File: src/rtl/tcd_pkg.sv
// constants and types shared by the transceiver clock distribution block
package tcd_pkg;
  localparam int TCD_CHANNELS = 4;
  localparam int TCD_PEER_BLOCKS = 2;
  localparam int TCD_GLOBAL_LINES = 16;
  localparam int TCD_REGIONAL_LINES = 16;
  localparam int TCD_ROUTE_PATHS = 8;
  localparam int TCD_RATIO_W = 4;
  localparam int TCD_MULT_W = 6;
  localparam logic [TCD_RATIO_W-1:0] TCD_RATIO_RESET = 4'h5;
  localparam logic [TCD_MULT_W-1:0] TCD_MULT_RESET = 6'h04;
  localparam int TCD_REF_SEL_W = 2;
  localparam int TCD_CLOCK_MHZ = 25;
  localparam real TCD_CLOCK_NS = 40.0;

  // reference source choices for the transmit and receive plls
  typedef enum logic [TCD_REF_SEL_W-1:0] {
    tcd_ref_pin_a,
    tcd_ref_pin_b,
    tcd_ref_fabric,
    tcd_ref_peer
  } tcd_ref_sel_t;

  typedef enum logic [1:0] {
    tcd_st_idle,
    tcd_st_lock,
    tcd_st_run
  } tcd_state_t;
endpackage

File: src/rtl/tcd_div_if.sv
// carrier between the top and the clock management unit divider
`timescale 1ns/100ps
interface tcd_div_if;
  import tcd_pkg::*;
  logic run;
  logic byte_ser;
  logic [TCD_RATIO_W-1:0] ratio;
  logic serial_tick;
  logic parallel_tick;
  modport top (output run, output byte_ser, output ratio, output serial_tick,
    input parallel_tick);
  modport div (input run, input byte_ser, input ratio, input serial_tick,
    output parallel_tick);
endinterface

File: src/rtl/tcd_clock_dist.sv
// transceiver clock distribution: reference select, plls, divider, fabric routing
// How it works
// - one shared transmit pll and four per-channel receive plls
// - transmit pll makes serial clock at half the line rate
// - serial clock halved before the divider when byte serializer is used
// - divider splits its input by a mode ratio into the parallel clock
// - parallel clock forwarded on transmit clock out or shared core clock out
// - each receive pll with recovery unit gives serial and parallel recovered clocks
// - with rate matcher, early stages recovered clock, later stages divider clock
// - without rate matcher all receive stages use recovered parallel clock
// - either dedicated reference pin of the block selectable as reference
// - reference also selectable from peer block reference lines
// - at most sixteen global and sixteen regional lines carry these clocks
// - recovered clock reaches fabric only for channels without rate matcher
// - every recovered clock forwarded to the fabric passes through a route channel
// - at most eight clock paths per route region and per block
`timescale 1ns/100ps
module tcd_clock_dist
  import tcd_pkg::*;
#(
  parameter int CHANNELS = TCD_CHANNELS,
  parameter int ROUTE_PATHS = TCD_ROUTE_PATHS
) (
  input wire logic clock,
  input wire logic rst_n,
  input wire logic cfg_load,
  input wire tcd_pkg::tcd_ref_sel_t cfg_ref_sel,
  input wire logic cfg_peer_idx,
  input wire logic [tcd_pkg::TCD_MULT_W-1:0] cfg_mult,
  input wire logic [tcd_pkg::TCD_RATIO_W-1:0] cfg_ratio,
  input wire logic cfg_byte_ser,
  input wire logic cfg_core_clk,
  input wire logic [CHANNELS-1:0] cfg_rate_match,
  input wire logic [CHANNELS-1:0] cfg_route_req,
  input wire logic enable,
  input wire logic dedicated_reference_pin_a,
  input wire logic dedicated_reference_pin_b,
  input wire logic fabric_ref_from_pin,
  input wire logic [tcd_pkg::TCD_PEER_BLOCKS-1:0] peer_ref,
  input wire logic [CHANNELS-1:0] rx_edge,
  output logic tx_parallel_clk,
  output logic core_clk,
  output logic tx_serial_clk,
  output logic [CHANNELS-1:0] rx_serial_clk,
  output logic [CHANNELS-1:0] rx_parallel_clk,
  output logic [CHANNELS-1:0] rx_front_clk,
  output logic [CHANNELS-1:0] rx_back_clk,
  output logic [CHANNELS-1:0] fabric_recovered_clk,
  output logic [CHANNELS-1:0] route_grant,
  output logic [4:0] global_lines_used,
  output logic running,
  output logic cfg_refused
);
  import tcd_pkg::*;

  ////////////////////////////////////////////////////////////////////////
  // configuration held while channels run

  tcd_ref_sel_t ref_sel;
  logic peer_idx;
  logic [TCD_MULT_W-1:0] mult;
  logic [TCD_RATIO_W-1:0] ratio;
  logic byte_ser;
  logic core_sel;
  logic [CHANNELS-1:0] rate_match;
  tcd_state_t state;
  tcd_state_t next_state;

  // loads only while idle; a change mid-run would glitch every channel clock
  wire load_ok = cfg_load & (state == tcd_st_idle);

  always_ff @(posedge clock or negedge rst_n) begin
    if (!rst_n) begin
      ref_sel <= tcd_ref_pin_a;
      peer_idx <= 1'b0;
      mult <= TCD_MULT_RESET;
      ratio <= TCD_RATIO_RESET;
      byte_ser <= 1'b0;
      core_sel <= 1'b0;
      rate_match <= '0;
    end else if (load_ok) begin
      ref_sel <= cfg_ref_sel;
      peer_idx <= cfg_peer_idx;
      mult <= cfg_mult;
      ratio <= cfg_ratio;
      byte_ser <= cfg_byte_ser;
      core_sel <= cfg_core_clk;
      rate_match <= cfg_rate_match;
    end
  end

  // refusal flag: a load attempt while locking or running
  always_ff @(posedge clock or negedge rst_n) begin
    if (!rst_n) begin
      cfg_refused <= 1'b0;
    end else begin
      cfg_refused <= cfg_load & (state != tcd_st_idle);
    end
  end

  ////////////////////////////////////////////////////////////////////////
  // reference selection

  // fabric source counts only when it comes straight from a clock pin
  wire fabric_ok = fabric_ref_from_pin;
  wire peer_ref_sel = peer_ref[peer_idx];
  wire ref_mux = (ref_sel == tcd_ref_pin_a) ? dedicated_reference_pin_a :
    (ref_sel == tcd_ref_pin_b) ? dedicated_reference_pin_b :
    (ref_sel == tcd_ref_fabric) ? fabric_ok : peer_ref_sel;
  logic ref_d;
  wire ref_rise = ref_mux & ~ref_d;

  always_ff @(posedge clock or negedge rst_n) begin
    if (!rst_n) begin
      ref_d <= 1'b0;
    end else begin
      ref_d <= ref_mux;
    end
  end

  ////////////////////////////////////////////////////////////////////////
  // run control: lock after the first reference rising edge

  logic [TCD_MULT_W-1:0] mcount;
  wire mlast = (mcount >= mult - 6'h01) | (mult == 6'h00);

  always_comb begin
    next_state = state;
    case (state)
      tcd_st_idle: if (enable) next_state = tcd_st_lock;
      tcd_st_lock: if (!enable) next_state = tcd_st_idle;
        else if (ref_rise) next_state = tcd_st_run;
      tcd_st_run: if (!enable) next_state = tcd_st_idle;
      default: next_state = tcd_st_idle;
    endcase
  end

  always_ff @(posedge clock or negedge rst_n) begin
    if (!rst_n) begin
      state <= tcd_st_idle;
      running <= 1'b0;
    end else begin
      state <= next_state;
      running <= (next_state == tcd_st_run);
    end
  end

  ////////////////////////////////////////////////////////////////////////
  // single shared transmit pll model: one serial tick every mult clock cycles once locked

  // one tick per mult cycles stands for one serial clock edge at half line rate
  wire serial_tick = (state == tcd_st_run) & mlast;

  always_ff @(posedge clock or negedge rst_n) begin
    if (!rst_n) begin
      mcount <= 6'h00;
      tx_serial_clk <= 1'b0;
    end else if (state != tcd_st_run) begin
      mcount <= 6'h00;
      tx_serial_clk <= 1'b0;
    end else begin
      mcount <= mlast ? 6'h00 : mcount + 6'h01;
      tx_serial_clk <= tx_serial_clk ^ serial_tick;
    end
  end

  tcd_div_if dvi ();
  assign dvi.run = (state == tcd_st_run);
  assign dvi.byte_ser = byte_ser;
  assign dvi.ratio = ratio;
  assign dvi.serial_tick = serial_tick;

  tcd_cmu_div u_div (
    .clock(clock),
    .rst_n(rst_n),
    .dv(dvi)
  );

  // parallel clock out to fabric on one of two ports
  wire par_tick = dvi.parallel_tick;
  logic par_clk;

  always_ff @(posedge clock or negedge rst_n) begin
    if (!rst_n) begin
      par_clk <= 1'b0;
      tx_parallel_clk <= 1'b0;
      core_clk <= 1'b0;
    end else begin
      par_clk <= par_clk ^ par_tick;
      tx_parallel_clk <= ~core_sel & (par_clk ^ par_tick);
      core_clk <= core_sel & (par_clk ^ par_tick);
    end
  end

  ////////////////////////////////////////////////////////////////////////
  // four receive plls with clock recovery

  logic [CHANNELS-1:0] rx_ser;
  logic [CHANNELS-1:0] rx_par;
  logic [TCD_RATIO_W-1:0] rcount [CHANNELS];
  wire [CHANNELS-1:0] rx_tick = rx_edge & {CHANNELS{state == tcd_st_run}};
  wire par_next = par_clk ^ par_tick;

  // route paths granted in channel order, capped per block and region
  function automatic logic [CHANNELS-1:0] grant_paths(input logic [CHANNELS-1:0] req,
    input int limit);
    int n;
    grant_paths = '0;
    n = 0;
    for (int i = 0; i < CHANNELS; i++) begin
      if (req[i] && n < limit) begin
        grant_paths[i] = 1'b1;
        n = n + 1;
      end
    end
  endfunction

  // recovered clocks need a line only without rate matcher, through a route path
  wire [CHANNELS-1:0] want_route = cfg_route_req & ~rate_match;
  wire [CHANNELS-1:0] granted = grant_paths(want_route,
    (ROUTE_PATHS - 1 < TCD_GLOBAL_LINES) ? ROUTE_PATHS - 1 : TCD_GLOBAL_LINES);

  function automatic logic [4:0] pop(input logic [CHANNELS-1:0] v);
    pop = 5'h00;
    for (int i = 0; i < CHANNELS; i++) begin
      pop = pop + {4'h0, v[i]};
    end
  endfunction

  genvar g;
  generate
    for (g = 0; g < CHANNELS; g++) begin : g_rx
      wire rlast = (rcount[g] == ratio - 4'h1) | (ratio == 4'h0);
      wire rpar_next = rx_par[g] ^ (rx_tick[g] & rlast);

      // recovered serial and parallel clocks per channel
      always_ff @(posedge clock or negedge rst_n) begin
        if (!rst_n) begin
          rx_ser[g] <= 1'b0;
          rx_par[g] <= 1'b0;
          rcount[g] <= 4'h0;
        end else if (state != tcd_st_run) begin
          rx_ser[g] <= 1'b0;
          rx_par[g] <= 1'b0;
          rcount[g] <= 4'h0;
        end else begin
          rx_ser[g] <= rx_ser[g] ^ rx_tick[g];
          rx_par[g] <= rpar_next;
          if (rx_tick[g]) begin
            rcount[g] <= rlast ? 4'h0 : rcount[g] + 4'h1;
          end
        end
      end

      // stage clocks and fabric forwarding
      always_ff @(posedge clock or negedge rst_n) begin
        if (!rst_n) begin
          rx_front_clk[g] <= 1'b0;
          rx_back_clk[g] <= 1'b0;
          fabric_recovered_clk[g] <= 1'b0;
        end else begin
          rx_front_clk[g] <= rpar_next;
          rx_back_clk[g] <= rate_match[g] ? par_next : rpar_next;
          fabric_recovered_clk[g] <= granted[g] & rpar_next;
        end
      end
    end
  endgenerate

  // serial/parallel copies, grants and line usage; one line kept for the tx clock
  always_ff @(posedge clock or negedge rst_n) begin
    if (!rst_n) begin
      rx_serial_clk <= '0;
      rx_parallel_clk <= '0;
      route_grant <= '0;
      global_lines_used <= 5'h00;
    end else begin
      rx_serial_clk <= rx_ser;
      rx_parallel_clk <= rx_par;
      route_grant <= granted;
      global_lines_used <= pop(granted) + 5'h01;
    end
  end
endmodule

File: src/rtl/tcd_cmu_div.sv
// clock management unit divider: optional halving then ratio division
`timescale 1ns/100ps
module tcd_cmu_div
  import tcd_pkg::*;
(
  input wire logic clock,
  input wire logic rst_n,
  tcd_div_if.div dv
);
  logic half;
  logic [TCD_RATIO_W-1:0] count;
  wire div_in = dv.serial_tick & (~dv.byte_ser | half);
  wire last = (count == dv.ratio - 4'h1) | (dv.ratio == 4'h0);
  logic pulse;

  // halving stage before the divider, cleared when stopped so every run starts in phase
  always_ff @(posedge clock or negedge rst_n) begin
    if (!rst_n) begin
      half <= 1'b0;
    end else if (!dv.run) begin
      half <= 1'b0;
    end else if (dv.serial_tick) begin
      half <= ~half;
    end
  end

  // ratio counter, cleared while not running so phase starts clean
  always_ff @(posedge clock or negedge rst_n) begin
    if (!rst_n) begin
      count <= 4'h0;
      pulse <= 1'b0;
    end else if (!dv.run) begin
      count <= 4'h0;
      pulse <= 1'b0;
    end else begin
      pulse <= div_in & last;
      if (div_in) begin
        count <= last ? 4'h0 : count + 4'h1;
      end
    end
  end

  assign dv.parallel_tick = pulse;
endmodule

File: config.mk
export PLATFORM = sky130hd
export DESIGN_NAME = tcd_clock_dist
export DESIGN_NICKNAME = d
export VERILOG_FILES = /design/src/rtl/tcd_pkg.sv /design/src/rtl/tcd_div_if.sv /design/src/rtl/tcd_clock_dist.sv /design/src/rtl/tcd_cmu_div.sv
export SDC_FILE = /design/constraint.sdc
export NUM_CORES = 1
export LEC_CHECK = 0
export ABC_AREA = 1
export BUFFER_PORTS_ARGS = -buffer_cell sky130_fd_sc_hd__clkbuf_2
export CAP_MARGIN = 20
export CELL_PAD_IN_SITES_DETAIL_PLACEMENT = 0
export CELL_PAD_IN_SITES_GLOBAL_PLACEMENT = 1
export CORE_UTILIZATION = 35
export DETAILED_ROUTE_END_ITERATION = 6
export GPL_TIMING_DRIVEN = 0
export PLACE_DENSITY = 0.7
export SLEW_MARGIN = 20
export SYNTH_ARGS = -nofsm -noshare
export SYNTH_HDL_FRONTEND = slang
export SYNTH_HIERARCHICAL = 1
export SYNTH_SLANG_ARGS = --single-unit
File: constraint.sdc
create_clock -name clock -period 6.3 [get_ports clock]
set_input_delay 1.26 -clock clock [delete_from_list [all_inputs] [get_ports clock]]
set_output_delay 1.26 -clock clock [all_outputs]
set_load 0.03 [all_outputs]
==> reports/metrics.cfg, run 1 <==
[final_layout]
antenna_cells = 0
post-route-util = 0.4287
drive_gt1_frac = 0.2203
area_growth_pct = 19.51
multi_input_area_sq_um = 1899
nets = 674
seq_area_sq_um = 2281
final_common_cell = nand2_1
n_fill_cell = 1279
most-common-layout-cells = nand2_1 (112), dfrtp_1 (88), inv_1 (75)

[yosys]
yosysTopAreaCell = dfrtp_1
ys_warn_count = 6
synth_edf_count = 0
async_flop_share = 1.000
synth_seq_area_share = 0.5039
synth-seq-cells = 91
ys_top_cells_by_area = dfrtp_1 (49%), nand2_1 (9.3%), inv_1 (6.2%)
syn_avg_cell_area_sq_um = 8.430
syn_area_sq_um = 4527
synth_cell_types = 33
yosysTopAreaCellShare = 0.4865
syn_inst = 537
synthFlopType = dfrtp_1

[floorplan]
dieWidth_um = 115.7
fp.coreArea_sq_um = 12620
die_h_um = 115.7
start_util = 0.3587
fp-row-count = 41
ios = 70
die_area_sq_um = 13390

[routing]
via_per_inst = 4.514
firstDrtPassIters = 4
drtIter0Drc = 187
wire_per_inst_um = 12.69
final_antenna_net_count = 0
vias = 3584
wl_um = 10070
drc = 0

[clock_network]
cts.path.max_buffers = 2
cts_tree = done
clk_pin_slew_ns = 0.07
cts_resized = 0
cts.sinks = 91
insertion_delay_ns = 0.35
post_cts_buffers = 0
root_buffer = clkbuf_16
cts_buffers = 9
hold_buffers = 0
h-tree-depth = 3

[global_route]
grt_pass1_wl_um = 16600
grt_usage = 0.1645
grt_pass1_vias = 3435
grt_max_degree = 92
grt_antenna_before_repair = 0
grt-ovfl-total = 0

[worst_hold_path]
min_path_type = reg -> reg

[timing]
rsz0062_at_grt = no
tightest_slew_ns = 0.5112
fin_crit_sh = 0.4116
hold_viol = 0
period_minus_slack_ns = 2.593
finClkSkew_ns = 0.01155
setup_viol = 0
relSlewSlack = 0.6592
fmax_ghz = 0.3856
setup_tns_ns = 0
drv_slew = 0

[pwr]
p_seq_frac = 0.393
pwr-share-comb = 0.333
p_int_mw = 1.190
max-vdd-ir-drop_v = 0.0002221
p_leak_nw = 2.948
clkPwrFrac = 0.274
switching_share = 0.3889
p_sw_mw = 0.7571
cellPowerDensity_nw_per_um2 = 359.9

[worst_setup_path]
path_depth = 17
crit_family = simple AND/OR/NAND/NOR gates
cp_max_fo = 6
endpoint = u_div/count[3]$_DFFE_PN0P_
cp.required_ns = 6.58
crit_chain = inv_1 -> ha_1 -> nand3_1 -> xor2_1 -> inv_1 -> ha_1 -> nand2_1 -> inv_1 -> a21oi_1 -> nand4_1 -> nand2_1 -> inv_1 -> nand2_1 -> nand2_1 -> nor2_1 -> nand2_1 -> nand2_1
rr_endpoint = u_div/count[3]$_DFFE_PN0P_
start_kind = register
end_kind = register
timing.critical_path.buf_inv = 4
r2r_setup_slack_ns = 3.71
critPathMostFrequentCell = nand2_1
max_stage_delay_ns = 0.36
crit_arrival_ns = 2.87
slowest_stage = dfrtp_1
worstSetupPathType = reg -> reg
worstRegToRegCells = 17
crit_start = mult[0]$_DFFE_PN0P_
r2r_start = mult[0]$_DFFE_PN0P_

[placement]
place_congestion = 0.7610
port_buffers = 67
place_hpwl_um = 7324

[job]
cap_viol_max_count = 0

[run_status]
status = finished, final reports clean

==> power groups by stage <==
stage / Clock, mW / Sequential (mW) / Combinational (mW)
5_1_grt: 0.569 / 0.781 / 0.744
3_3_place_gp: 0 / 0.776 / 0.637
2_1_floorplan: 0 / 0.804 / 0.437
3_5_place_dp: 0 / 0.775 / 0.656
4_1_cts: 0.551 / 0.766 / 0.659
6_report: 0.533 / 0.766 / 0.648
==> Yosys cell counts, types with 2 or more instances <==
master / number
a21o_1: 2
inv_2: 8
a21oi_1: 18
dfstp_2: 3
xor2_1: 9
ha_1: 20
nand2_1: 112
nand3_2: 2
o21ai_0: 9
mux2_2: 3
nand4_1: 6
buf_2: 4
inv_1: 75
nor2_1: 70
nand3_1: 55
buf_4: 2
dfrtp_1: 88
nand2_2: 14
nor2_2: 10
o21ai_1: 4
xnor2_1: 8
o22ai_1: 2
nor2_4: 3
==> cell type report <==
cell class / instances / share of cell area
Multi-Input combinational cell: 357 / 0.3511
Inverter: 83 / 0.05759
Clock inverter: 6 / 0.009944
Clock buffer: 10 / 0.04417
Buffer: 7 / 0.007169
Timing Repair Buffer: 68 / 0.06869
Sequential cell: 91 / 0.4216
Tap cell: 172 / 0.03978
==> cell families after synthesis <==
kind of cell / synth area share
xor+xnor: 0.03289
simple gates: 0.2703
other cells: 0.0008284
buf+inv: 0.07739
fa+ha+maj: 0.05970
flops: 0.5039
mux: 0.007462
compound gates: 0.04754
==> registers in the layout (all words and copies together) (netlist names), 2 cells and up <==
signal,flops
dvi.ratio,4
fabric_recovered_clk,4
global_lines_used,3
mcount,6
mult,6
rate_match,4
rcount,16
ref_sel,2
route_grant,4
rx_back_clk,4
rx_front_clk,4
rx_par,4
rx_parallel_clk,4
rx_ser,4
rx_serial_clk,4
state,2
u_div/count,4
==> through the flow <==
stage                     cells  area, sq um  power (mW)  hold slack (ns)  worst slack [ns]
after floorplan             538         4531       1.241           0.3727             3.927
after global routing        794         5410       2.093           0.4111             3.469
after global placement      777         5081       1.413           0.3797             2.805
after detailed placement    778         5117       1.431           0.3851             3.771
after CTS                   794         5410       1.977           0.4012             3.745
final                       794         5410       1.947           0.4024             3.707
==> metal layers <==
metal	up-vias	part of all wire	GRT usage
met2	88	0.45	0.2531
met3	13	0.050	0.03661
met1	1643	0.48	0.2213
met5	-	0	0
li1	1840	-	-
met4	0	0.021	0.07607
==> worst min path at each step <==
stage	start	end	slack, ns	cells past startpoint
final	rx_par[0]$_DFF_PN0_	rx_parallel_clk[0]$_DFF_PN0_	0.40	0
after floorplan	rx_ser[0]$_DFF_PN0_	rx_serial_clk[0]$_DFF_PN0_	0.37	0
after global placement	rx_ser[1]$_DFF_PN0_	rx_serial_clk[1]$_DFF_PN0_	0.38	0
after detailed placement	rx_ser[0]$_DFF_PN0_	rx_serial_clk[0]$_DFF_PN0_	0.39	0
after global routing	rx_par[0]$_DFF_PN0_	rx_parallel_clk[0]$_DFF_PN0_	0.41	0
after CTS	rx_ser[0]$_DFF_PN0_	rx_serial_clk[0]$_DFF_PN0_	0.40	0
Power figures use the tool's default switching activity.
==> inputs of run 2 (changes only) <==
clock period = 2.6 ns   (was 6.3 ns; I/O delays follow)
==> run 2 against run 1 <==
Against the previous run:
- sequential power increased by 140%
- clock skew about the same
- largest cell class unchanged
- clock power is 140% higher
- routed wire length rose by 0.35%
- global-route usage unchanged
- worst setup slack got worse by 3.5 ns
- register-to-register slack got worse by 3.5 ns
- via count up 0.67%
- utilization rose by 0.38 points
- final area grew 0.88%
- die area stayed put
==> reports/metrics.cfg, run 2 (synthesis gave the netlist of run 1 again) <==
[run_status]
status = finished, final reports clean

[clock_network]
root_buffer = clkbuf_16
cts_tree = done
cts_buffers = 9  ; unchanged
cts.path.max_buffers = 2  ; unchanged
cts.sinks = 91  ; unchanged
insertion_delay_ns = 0.35  ; about the same
h-tree-depth = 3  ; unchanged
hold_buffers = 0  ; unchanged
clk_pin_slew_ns = 0.07  ; about the same

[timing]
tightest_slew_ns = 0.5227  ; +0.01153 ns
hold_viol = 0  ; unchanged
whs_ns = 0.2159  ; -0.1865 ns
setup_viol = 0  ; unchanged
fin_ws_ns = 0.2229  ; -3.484 ns
period_minus_slack_ns = 2.377  ; -0.2161 ns
setup_tns_ns = 0  ; unchanged
relSlewSlack = 0.6515  ; -0.007685
fmax_ghz = 0.4207  ; +9.1%
rsz0062_at_grt = no
drv_slew = 0  ; unchanged
fin_crit_sh = 0.9143  ; +0.5027
finClkSkew_ns = 0.01178  ; +0.0002297 ns

[final_layout]
largest_reg_flops = 16  ; unchanged
area_growth_pct = 20.56
final_common_cell = nand2_1
multi_input_area_sq_um = 1924  ; +1.3%
nets = 677  ; +0.45%
drive_gt1_frac = 0.2368  ; +0.01654
fin_cells = 797  ; +0.38%
regMostFlops = rcount
n_fill_cell = 1280  ; +0.078%
most-common-layout-cells = nand2_1 (111), dfrtp_1 (88), inv_1 (71)
reg_top3 = rcount x16, mcount x6, mult x6
seq_area_sq_um = 2281  ; unchanged
antenna_cells = 0  ; unchanged

[pwr]
p_sw_mw = 1.850  ; +140%
power_mw = 4.751  ; +140%
clkPwrFrac = 0.272  ; -0.002
p_int_mw = 2.900  ; +140%
p_leak_nw = 2.954  ; +0.21%
cellPowerDensity_nw_per_um2 = 870.5  ; +140%
switching_share = 0.3895  ; +0.0006181
p_seq_frac = 0.391  ; -0.002
max-vdd-ir-drop_v = 0.0005379  ; +140%
pwr-share-comb = 0.337  ; +0.004

[job]
cap_viol_max_count = 0  ; unchanged

[routing]
wire_per_inst_um = 12.68  ; about the same
drc = 0  ; unchanged
drtIter0Drc = 179  ; -4.3%
final_antenna_net_count = 0  ; unchanged
wl_um = 10110  ; +0.35%
vias = 3608  ; +0.67%
firstDrtPassIters = 4  ; unchanged
via_per_inst = 4.527  ; +0.29%

[floorplan]
die_h_um = 115.7  ; unchanged
die_area_sq_um = 13390  ; unchanged
start_util = 0.3587  ; unchanged
ios = 70  ; unchanged
dieWidth_um = 115.7  ; unchanged
fp.coreArea_sq_um = 12620  ; unchanged
fp-row-count = 41  ; unchanged

[worst_setup_path]
crit_arrival_ns = 2.65  ; -0.22 ns
worstRegToRegCells = 17  ; unchanged
r2r_setup_slack_ns = 0.22  ; -3.48 ns
timing.critical_path.buf_inv = 6  ; +2
worstSetupPathType = reg -> reg
max_stage_delay_ns = 0.37  ; about the same
cp.required_ns = 2.87  ; -3.71 ns
crit_chain = inv_2 -> ha_4 -> nand3_1 -> xor2_1 -> inv_1 -> ha_1 -> nand2_1 -> inv_2 -> nand4_1 -> nand4_1 -> nand2_1 -> inv_2 -> inv_1 -> o21ai_2 -> nand2_2 -> buf_4 -> a21oi_2
rr_endpoint = u_div/dv.parallel_tick$_DFF_PN0_
start_kind = register
r2r_start = mult[0]$_DFFE_PN0P_
cp_max_fo = 6  ; unchanged
slowest_stage = dfrtp_1
end_kind = register
crit_family = simple AND/OR/NAND/NOR gates
critPathMostFrequentCell = inv_2

[worst_hold_path]
min_path_type = in -> async

[global_route]
grt_pass1_wl_um = 16600  ; unchanged
grt-ovfl-total = 0  ; unchanged
grt_max_degree = 92  ; unchanged
grt_pass1_vias = 3435  ; unchanged
grt_usage = 0.1645  ; unchanged
grt_antenna_before_repair = 0  ; unchanged

[placement]
place_congestion = 0.7610  ; unchanged
dpl.cell_count = 778  ; unchanged
place_hpwl_um = 7324  ; unchanged
port_buffers = 67  ; unchanged
dp_slack_ns = 0.07140  ; -3.700 ns

==> run 2: changes by cell type in the layout (fill, tap and decap cells not counted) <==
| cell | change |
|---|---|
| buf_4 | +3 |
| ha_1 | -1 |
| nand2_2 | +1 |
| nand2_1 | -1 |
| nor2_2 | +1 |
| nor2_4 | +1 |
| ha_4 | +1 |
| inv_2 | +4 |
| inv_1 | -4 |
| nor2_1 | -2 |
==> run 2: metrics by stage <==
step / cell area, sq um / util
4_1_cts: 5410 / 0.4287
5_1_grt: 5458 / 0.4325
6_report: 5458 / 0.4325
3_5_place_dp: 5117 / 0.4055
3_3_place_gp: 5081 / 0.4026
2_1_floorplan: 4531 / -
==> run 2: area by class of cell <==
class,instances,area share
Sequential cell,91,0.4179
Multi-Input combinational cell,357,0.3526
Timing Repair Buffer,71,0.07221
Inverter,83,0.05708
Clock buffer,10,0.04379
Tap cell,172,0.03943
Clock inverter,6,0.009858
Buffer,7,0.007107
==> run 2: worst max path at each step <==
stage | slack, ns | cells after the start | to | start
floorplan | 0.40 | 18 | u_div/count[0]$_DFFE_PN0P_ | mult[0]$_DFFE_PN0P_
global placement | -0.15 | 1 | mcount[0]$_DFF_PN0_ | rst_n
detailed placement | 0.07 | 17 | u_div/count[1]$_DFFE_PN0P_ | mult[0]$_DFFE_PN0P_
CTS | 0.05 | 17 | u_div/count[1]$_DFFE_PN0P_ | mult[0]$_DFFE_PN0P_
global route | 0.03 | 18 | u_div/count[1]$_DFFE_PN0P_ | mult[0]$_DFFE_PN0P_
finish | 0.22 | 17 | u_div/dv.parallel_tick$_DFF_PN0_ | mult[0]$_DFFE_PN0P_
==> run 2: routing by layer <==
layer / wire [um] / vias to the layer above / GRT usage
met3: 526 / 11 / 0.03661
li1: - / 1845 / -
met2: 4606 / 95 / 0.2531
met5: 0 / - / 0
met1: 4800 / 1657 / 0.2213
met4: 173 / 0 / 0.07607
==> run 2: repair_timing <==
item                       4_1_cts  5_1_grt
resized for setup                0       10
setup endpoints to repair        0        5
setup buffers                    0        3
==> run 2: power groups by stage <==
stage | clock [mW] | combinational (mW) | sequential [mW]
floorplan | 0 | 1.06 | 1.95
detailed placement | 0 | 1.59 | 1.88
finish | 1.29 | 1.60 | 1.86
global route | 1.38 | 1.83 | 1.89
global placement | 0 | 1.54 | 1.88
CTS | 1.34 | 1.60 | 1.86
==> inputs of run 3 (changes only) <==
MAX_ROUTING_LAYER = met4   (was unset)
REMOVE_ABC_BUFFERS = 1   (was unset)
==> run 3 against run 2 <==
Against the previous run:
- combinational power is 2% higher
- critical path type unchanged
- clock skew down 0.0032 ns
- global-route usage shrank 0.64 points
- critical path depth rose by 1
- cell count fell by 0.25%
- non-clock buffer count is 2 lower
- clock power about the same
- highest routed layer unchanged
- utilization grew 0.19 points
- worst hold slack lost 0.022 ns
- via count down 0.80%
- sequential cell count stayed put
- worst setup slack about the same
- largest cell class unchanged
==> reports/metrics.cfg, run 3 (synthesis gave the netlist of run 1 again) <==
[routing]
firstDrtPassIters = 4  ; unchanged
via_per_inst = 4.502  ; -0.55%
wl_um = 9504  ; -6.0%
wire_per_inst_um = 11.95  ; -5.7%
drc = 0  ; unchanged
drtIter0Drc = 165  ; -7.8%
vias = 3579  ; -0.80%
final_antenna_net_count = 0  ; unchanged

[clock_network]
root_buffer = clkbuf_16
cts_tree = done
clk_pin_slew_ns = 0.07  ; about the same
h-tree-depth = 3  ; unchanged
cts.sinks = 91  ; unchanged
cts_buffers = 9  ; unchanged
insertion_delay_ns = 0.34  ; about the same
cts.path.max_buffers = 2  ; unchanged

[global_route]
grt_pass1_wl_um = 15790  ; -4.9%
grt_pass1_vias = 3405  ; -0.87%
grt_antenna_before_repair = 0  ; unchanged
grt_usage = 0.1580  ; -0.006434
grt_max_degree = 92  ; unchanged
grt-ovfl-total = 0  ; unchanged

[timing]
setup_viol = 0  ; unchanged
fmax_ghz = 0.4206  ; about the same
relSlewSlack = 0.5167  ; -0.1349
period_minus_slack_ns = 2.378  ; +0.0004270 ns
drv_slew = 0  ; unchanged
finClkSkew_ns = 0.008555  ; -0.003227 ns
whs_ns = 0.1941  ; -0.02177 ns
hold_viol = 0  ; unchanged
tightest_slew_ns = 0.7225  ; +0.1998 ns
fin_crit_sh = 0.9144  ; about the same

[pwr]
p_int_mw = 3.001  ; +3.5%
switching_share = 0.3746  ; -0.01486
clkPwrFrac = 0.273  ; about the same
pwr-share-comb = 0.341  ; +0.004
max-vdd-ir-drop_v = 0.0005633  ; +4.7%
p_leak_nw = 2.946  ; -0.27%
power_mw = 4.799  ; +1.0%
p_sw_mw = 1.798  ; -2.8%
cellPowerDensity_nw_per_um2 = 875.5  ; +0.58%
p_seq_frac = 0.386  ; -0.005

[worst_setup_path]
start_kind = register
worstSetupPathType = reg -> reg
path_depth = 18  ; +1
worstRegToRegCells = 18  ; +1
crit_family = simple AND/OR/NAND/NOR gates
critPathMostFrequentCell = inv_2
crit_chain = inv_2 -> ha_4 -> nand3_2 -> xor2_1 -> inv_1 -> ha_4 -> nand2_2 -> inv_2 -> o211ai_1 -> nand4_1 -> nand2_1 -> inv_2 -> inv_2 -> o21ai_2 -> nand2_2 -> nor2_2 -> nand3_1 -> nand2_1
end_kind = register
r2r_start = mult[0]$_DFFE_PN0P_
cp_max_fo = 5  ; -1
crit_start = mult[0]$_DFFE_PN0P_
cp.required_ns = 2.88  ; about the same
max_stage_delay_ns = 0.37  ; about the same
crit_arrival_ns = 2.66  ; about the same
timing.critical_path.buf_inv = 5  ; -1
slowest_stage = dfrtp_1

[final_layout]
area_growth_pct = 21.09
nets = 675  ; -0.30%
largest_reg_flops = 16  ; unchanged
reg_top3 = rcount x16, mcount x6, mult x6
design_area_sq_um = 5482  ; +0.44%
drive_gt1_frac = 0.2408  ; +0.003970
final_common_cell = nand2_1
regMostFlops = rcount
antenna_cells = 0  ; unchanged
post-route-util = 0.4344  ; +0.001883
most-common-layout-cells = nand2_1 (109), dfrtp_1 (88), inv_1 (70)
n_fill_cell = 1293  ; +1.0%

[run_status]
status = finished, final reports clean

[floorplan]
fp.coreArea_sq_um = 12620  ; unchanged
dieWidth_um = 115.7  ; unchanged
die_h_um = 115.7  ; unchanged
start_util = 0.3587  ; unchanged
ios = 70  ; unchanged
die_area_sq_um = 13390  ; unchanged
fp-row-count = 41  ; unchanged

[placement]
place_congestion = 0.7846  ; +3.1%
port_buffers = 67  ; unchanged
place_area_sq_um = 5081  ; -0.71%
place_hpwl_um = 6751  ; -7.8%

[worst_hold_path]
min_path_type = in -> async

[job]
cap_viol_max_count = 0  ; unchanged

==> run 3: metal layers <==
layer  share of wire  GRT usage  routed length, um
met5               0          -                  0
met4           0.018    0.06154                167
met3           0.041    0.03661                385
met2            0.45     0.2335               4297
met1            0.49     0.2100               4652
==> run 3: what timing repair did <==
action,CTS,global route
endpoints found under the setup margin,1,5
pin swaps,0,6
buffers inserted,0,8
resized for setup,1,13
hold buffers,0,0
==> run 3: power by group through the flow <==
stage | Sequential (mW) | Combinational [mW] | Clock, mW
floorplan | 1.95 | 1.04 | 0
global placement | 1.87 | 1.50 | 0
detailed placement | 1.88 | 1.54 | 0
CTS | 1.86 | 1.55 | 1.36
global route | 1.88 | 1.87 | 1.40
finish | 1.85 | 1.64 | 1.31
==> run 3: metrics by stage <==
stage                     setup TNS (ns)  setup slack (ns)  cells
after floorplan                        0            0.3986    531
after global placement            -12.43           -0.1479    770
after detailed placement               0           0.01365    771
after CTS                              0           0.07233    787
after global routing             -0.1400          -0.07990    795
final                                  0            0.2224    795
==> run 3: final cells by class <==
type | instances | area (sq um) | share of cell area
well taps | 172 | 215.2 | 0.03926
clock inverters | 5 | 62.56 | 0.01141
multi-input cells | 357 | 1947 | 0.3552
repair buffers | 76 | 431.7 | 0.07875
inverters | 83 | 311.5 | 0.05684
clock buffers | 11 | 232.7 | 0.04246
flip-flops and latches | 91 | 2281 | 0.4161
==> run 3: final timing paths <==
path / slack, ns / endpoint
min: 0.19 / rcount[4]$_DFFE_PN0P_
max: 0.22 / u_div/count[0]$_DFFE_PN0P_
max reg2reg: 0.22 / u_div/count[0]$_DFFE_PN0P_
max in group asynchronous: 1.99 / mult[2]$_DFFE_PN1P_
min reg2reg: 0.40 / rx_serial_clk[3]$_DFF_PN0_
min in group clock: 0.38 / state[0]$_DFF_PN0_
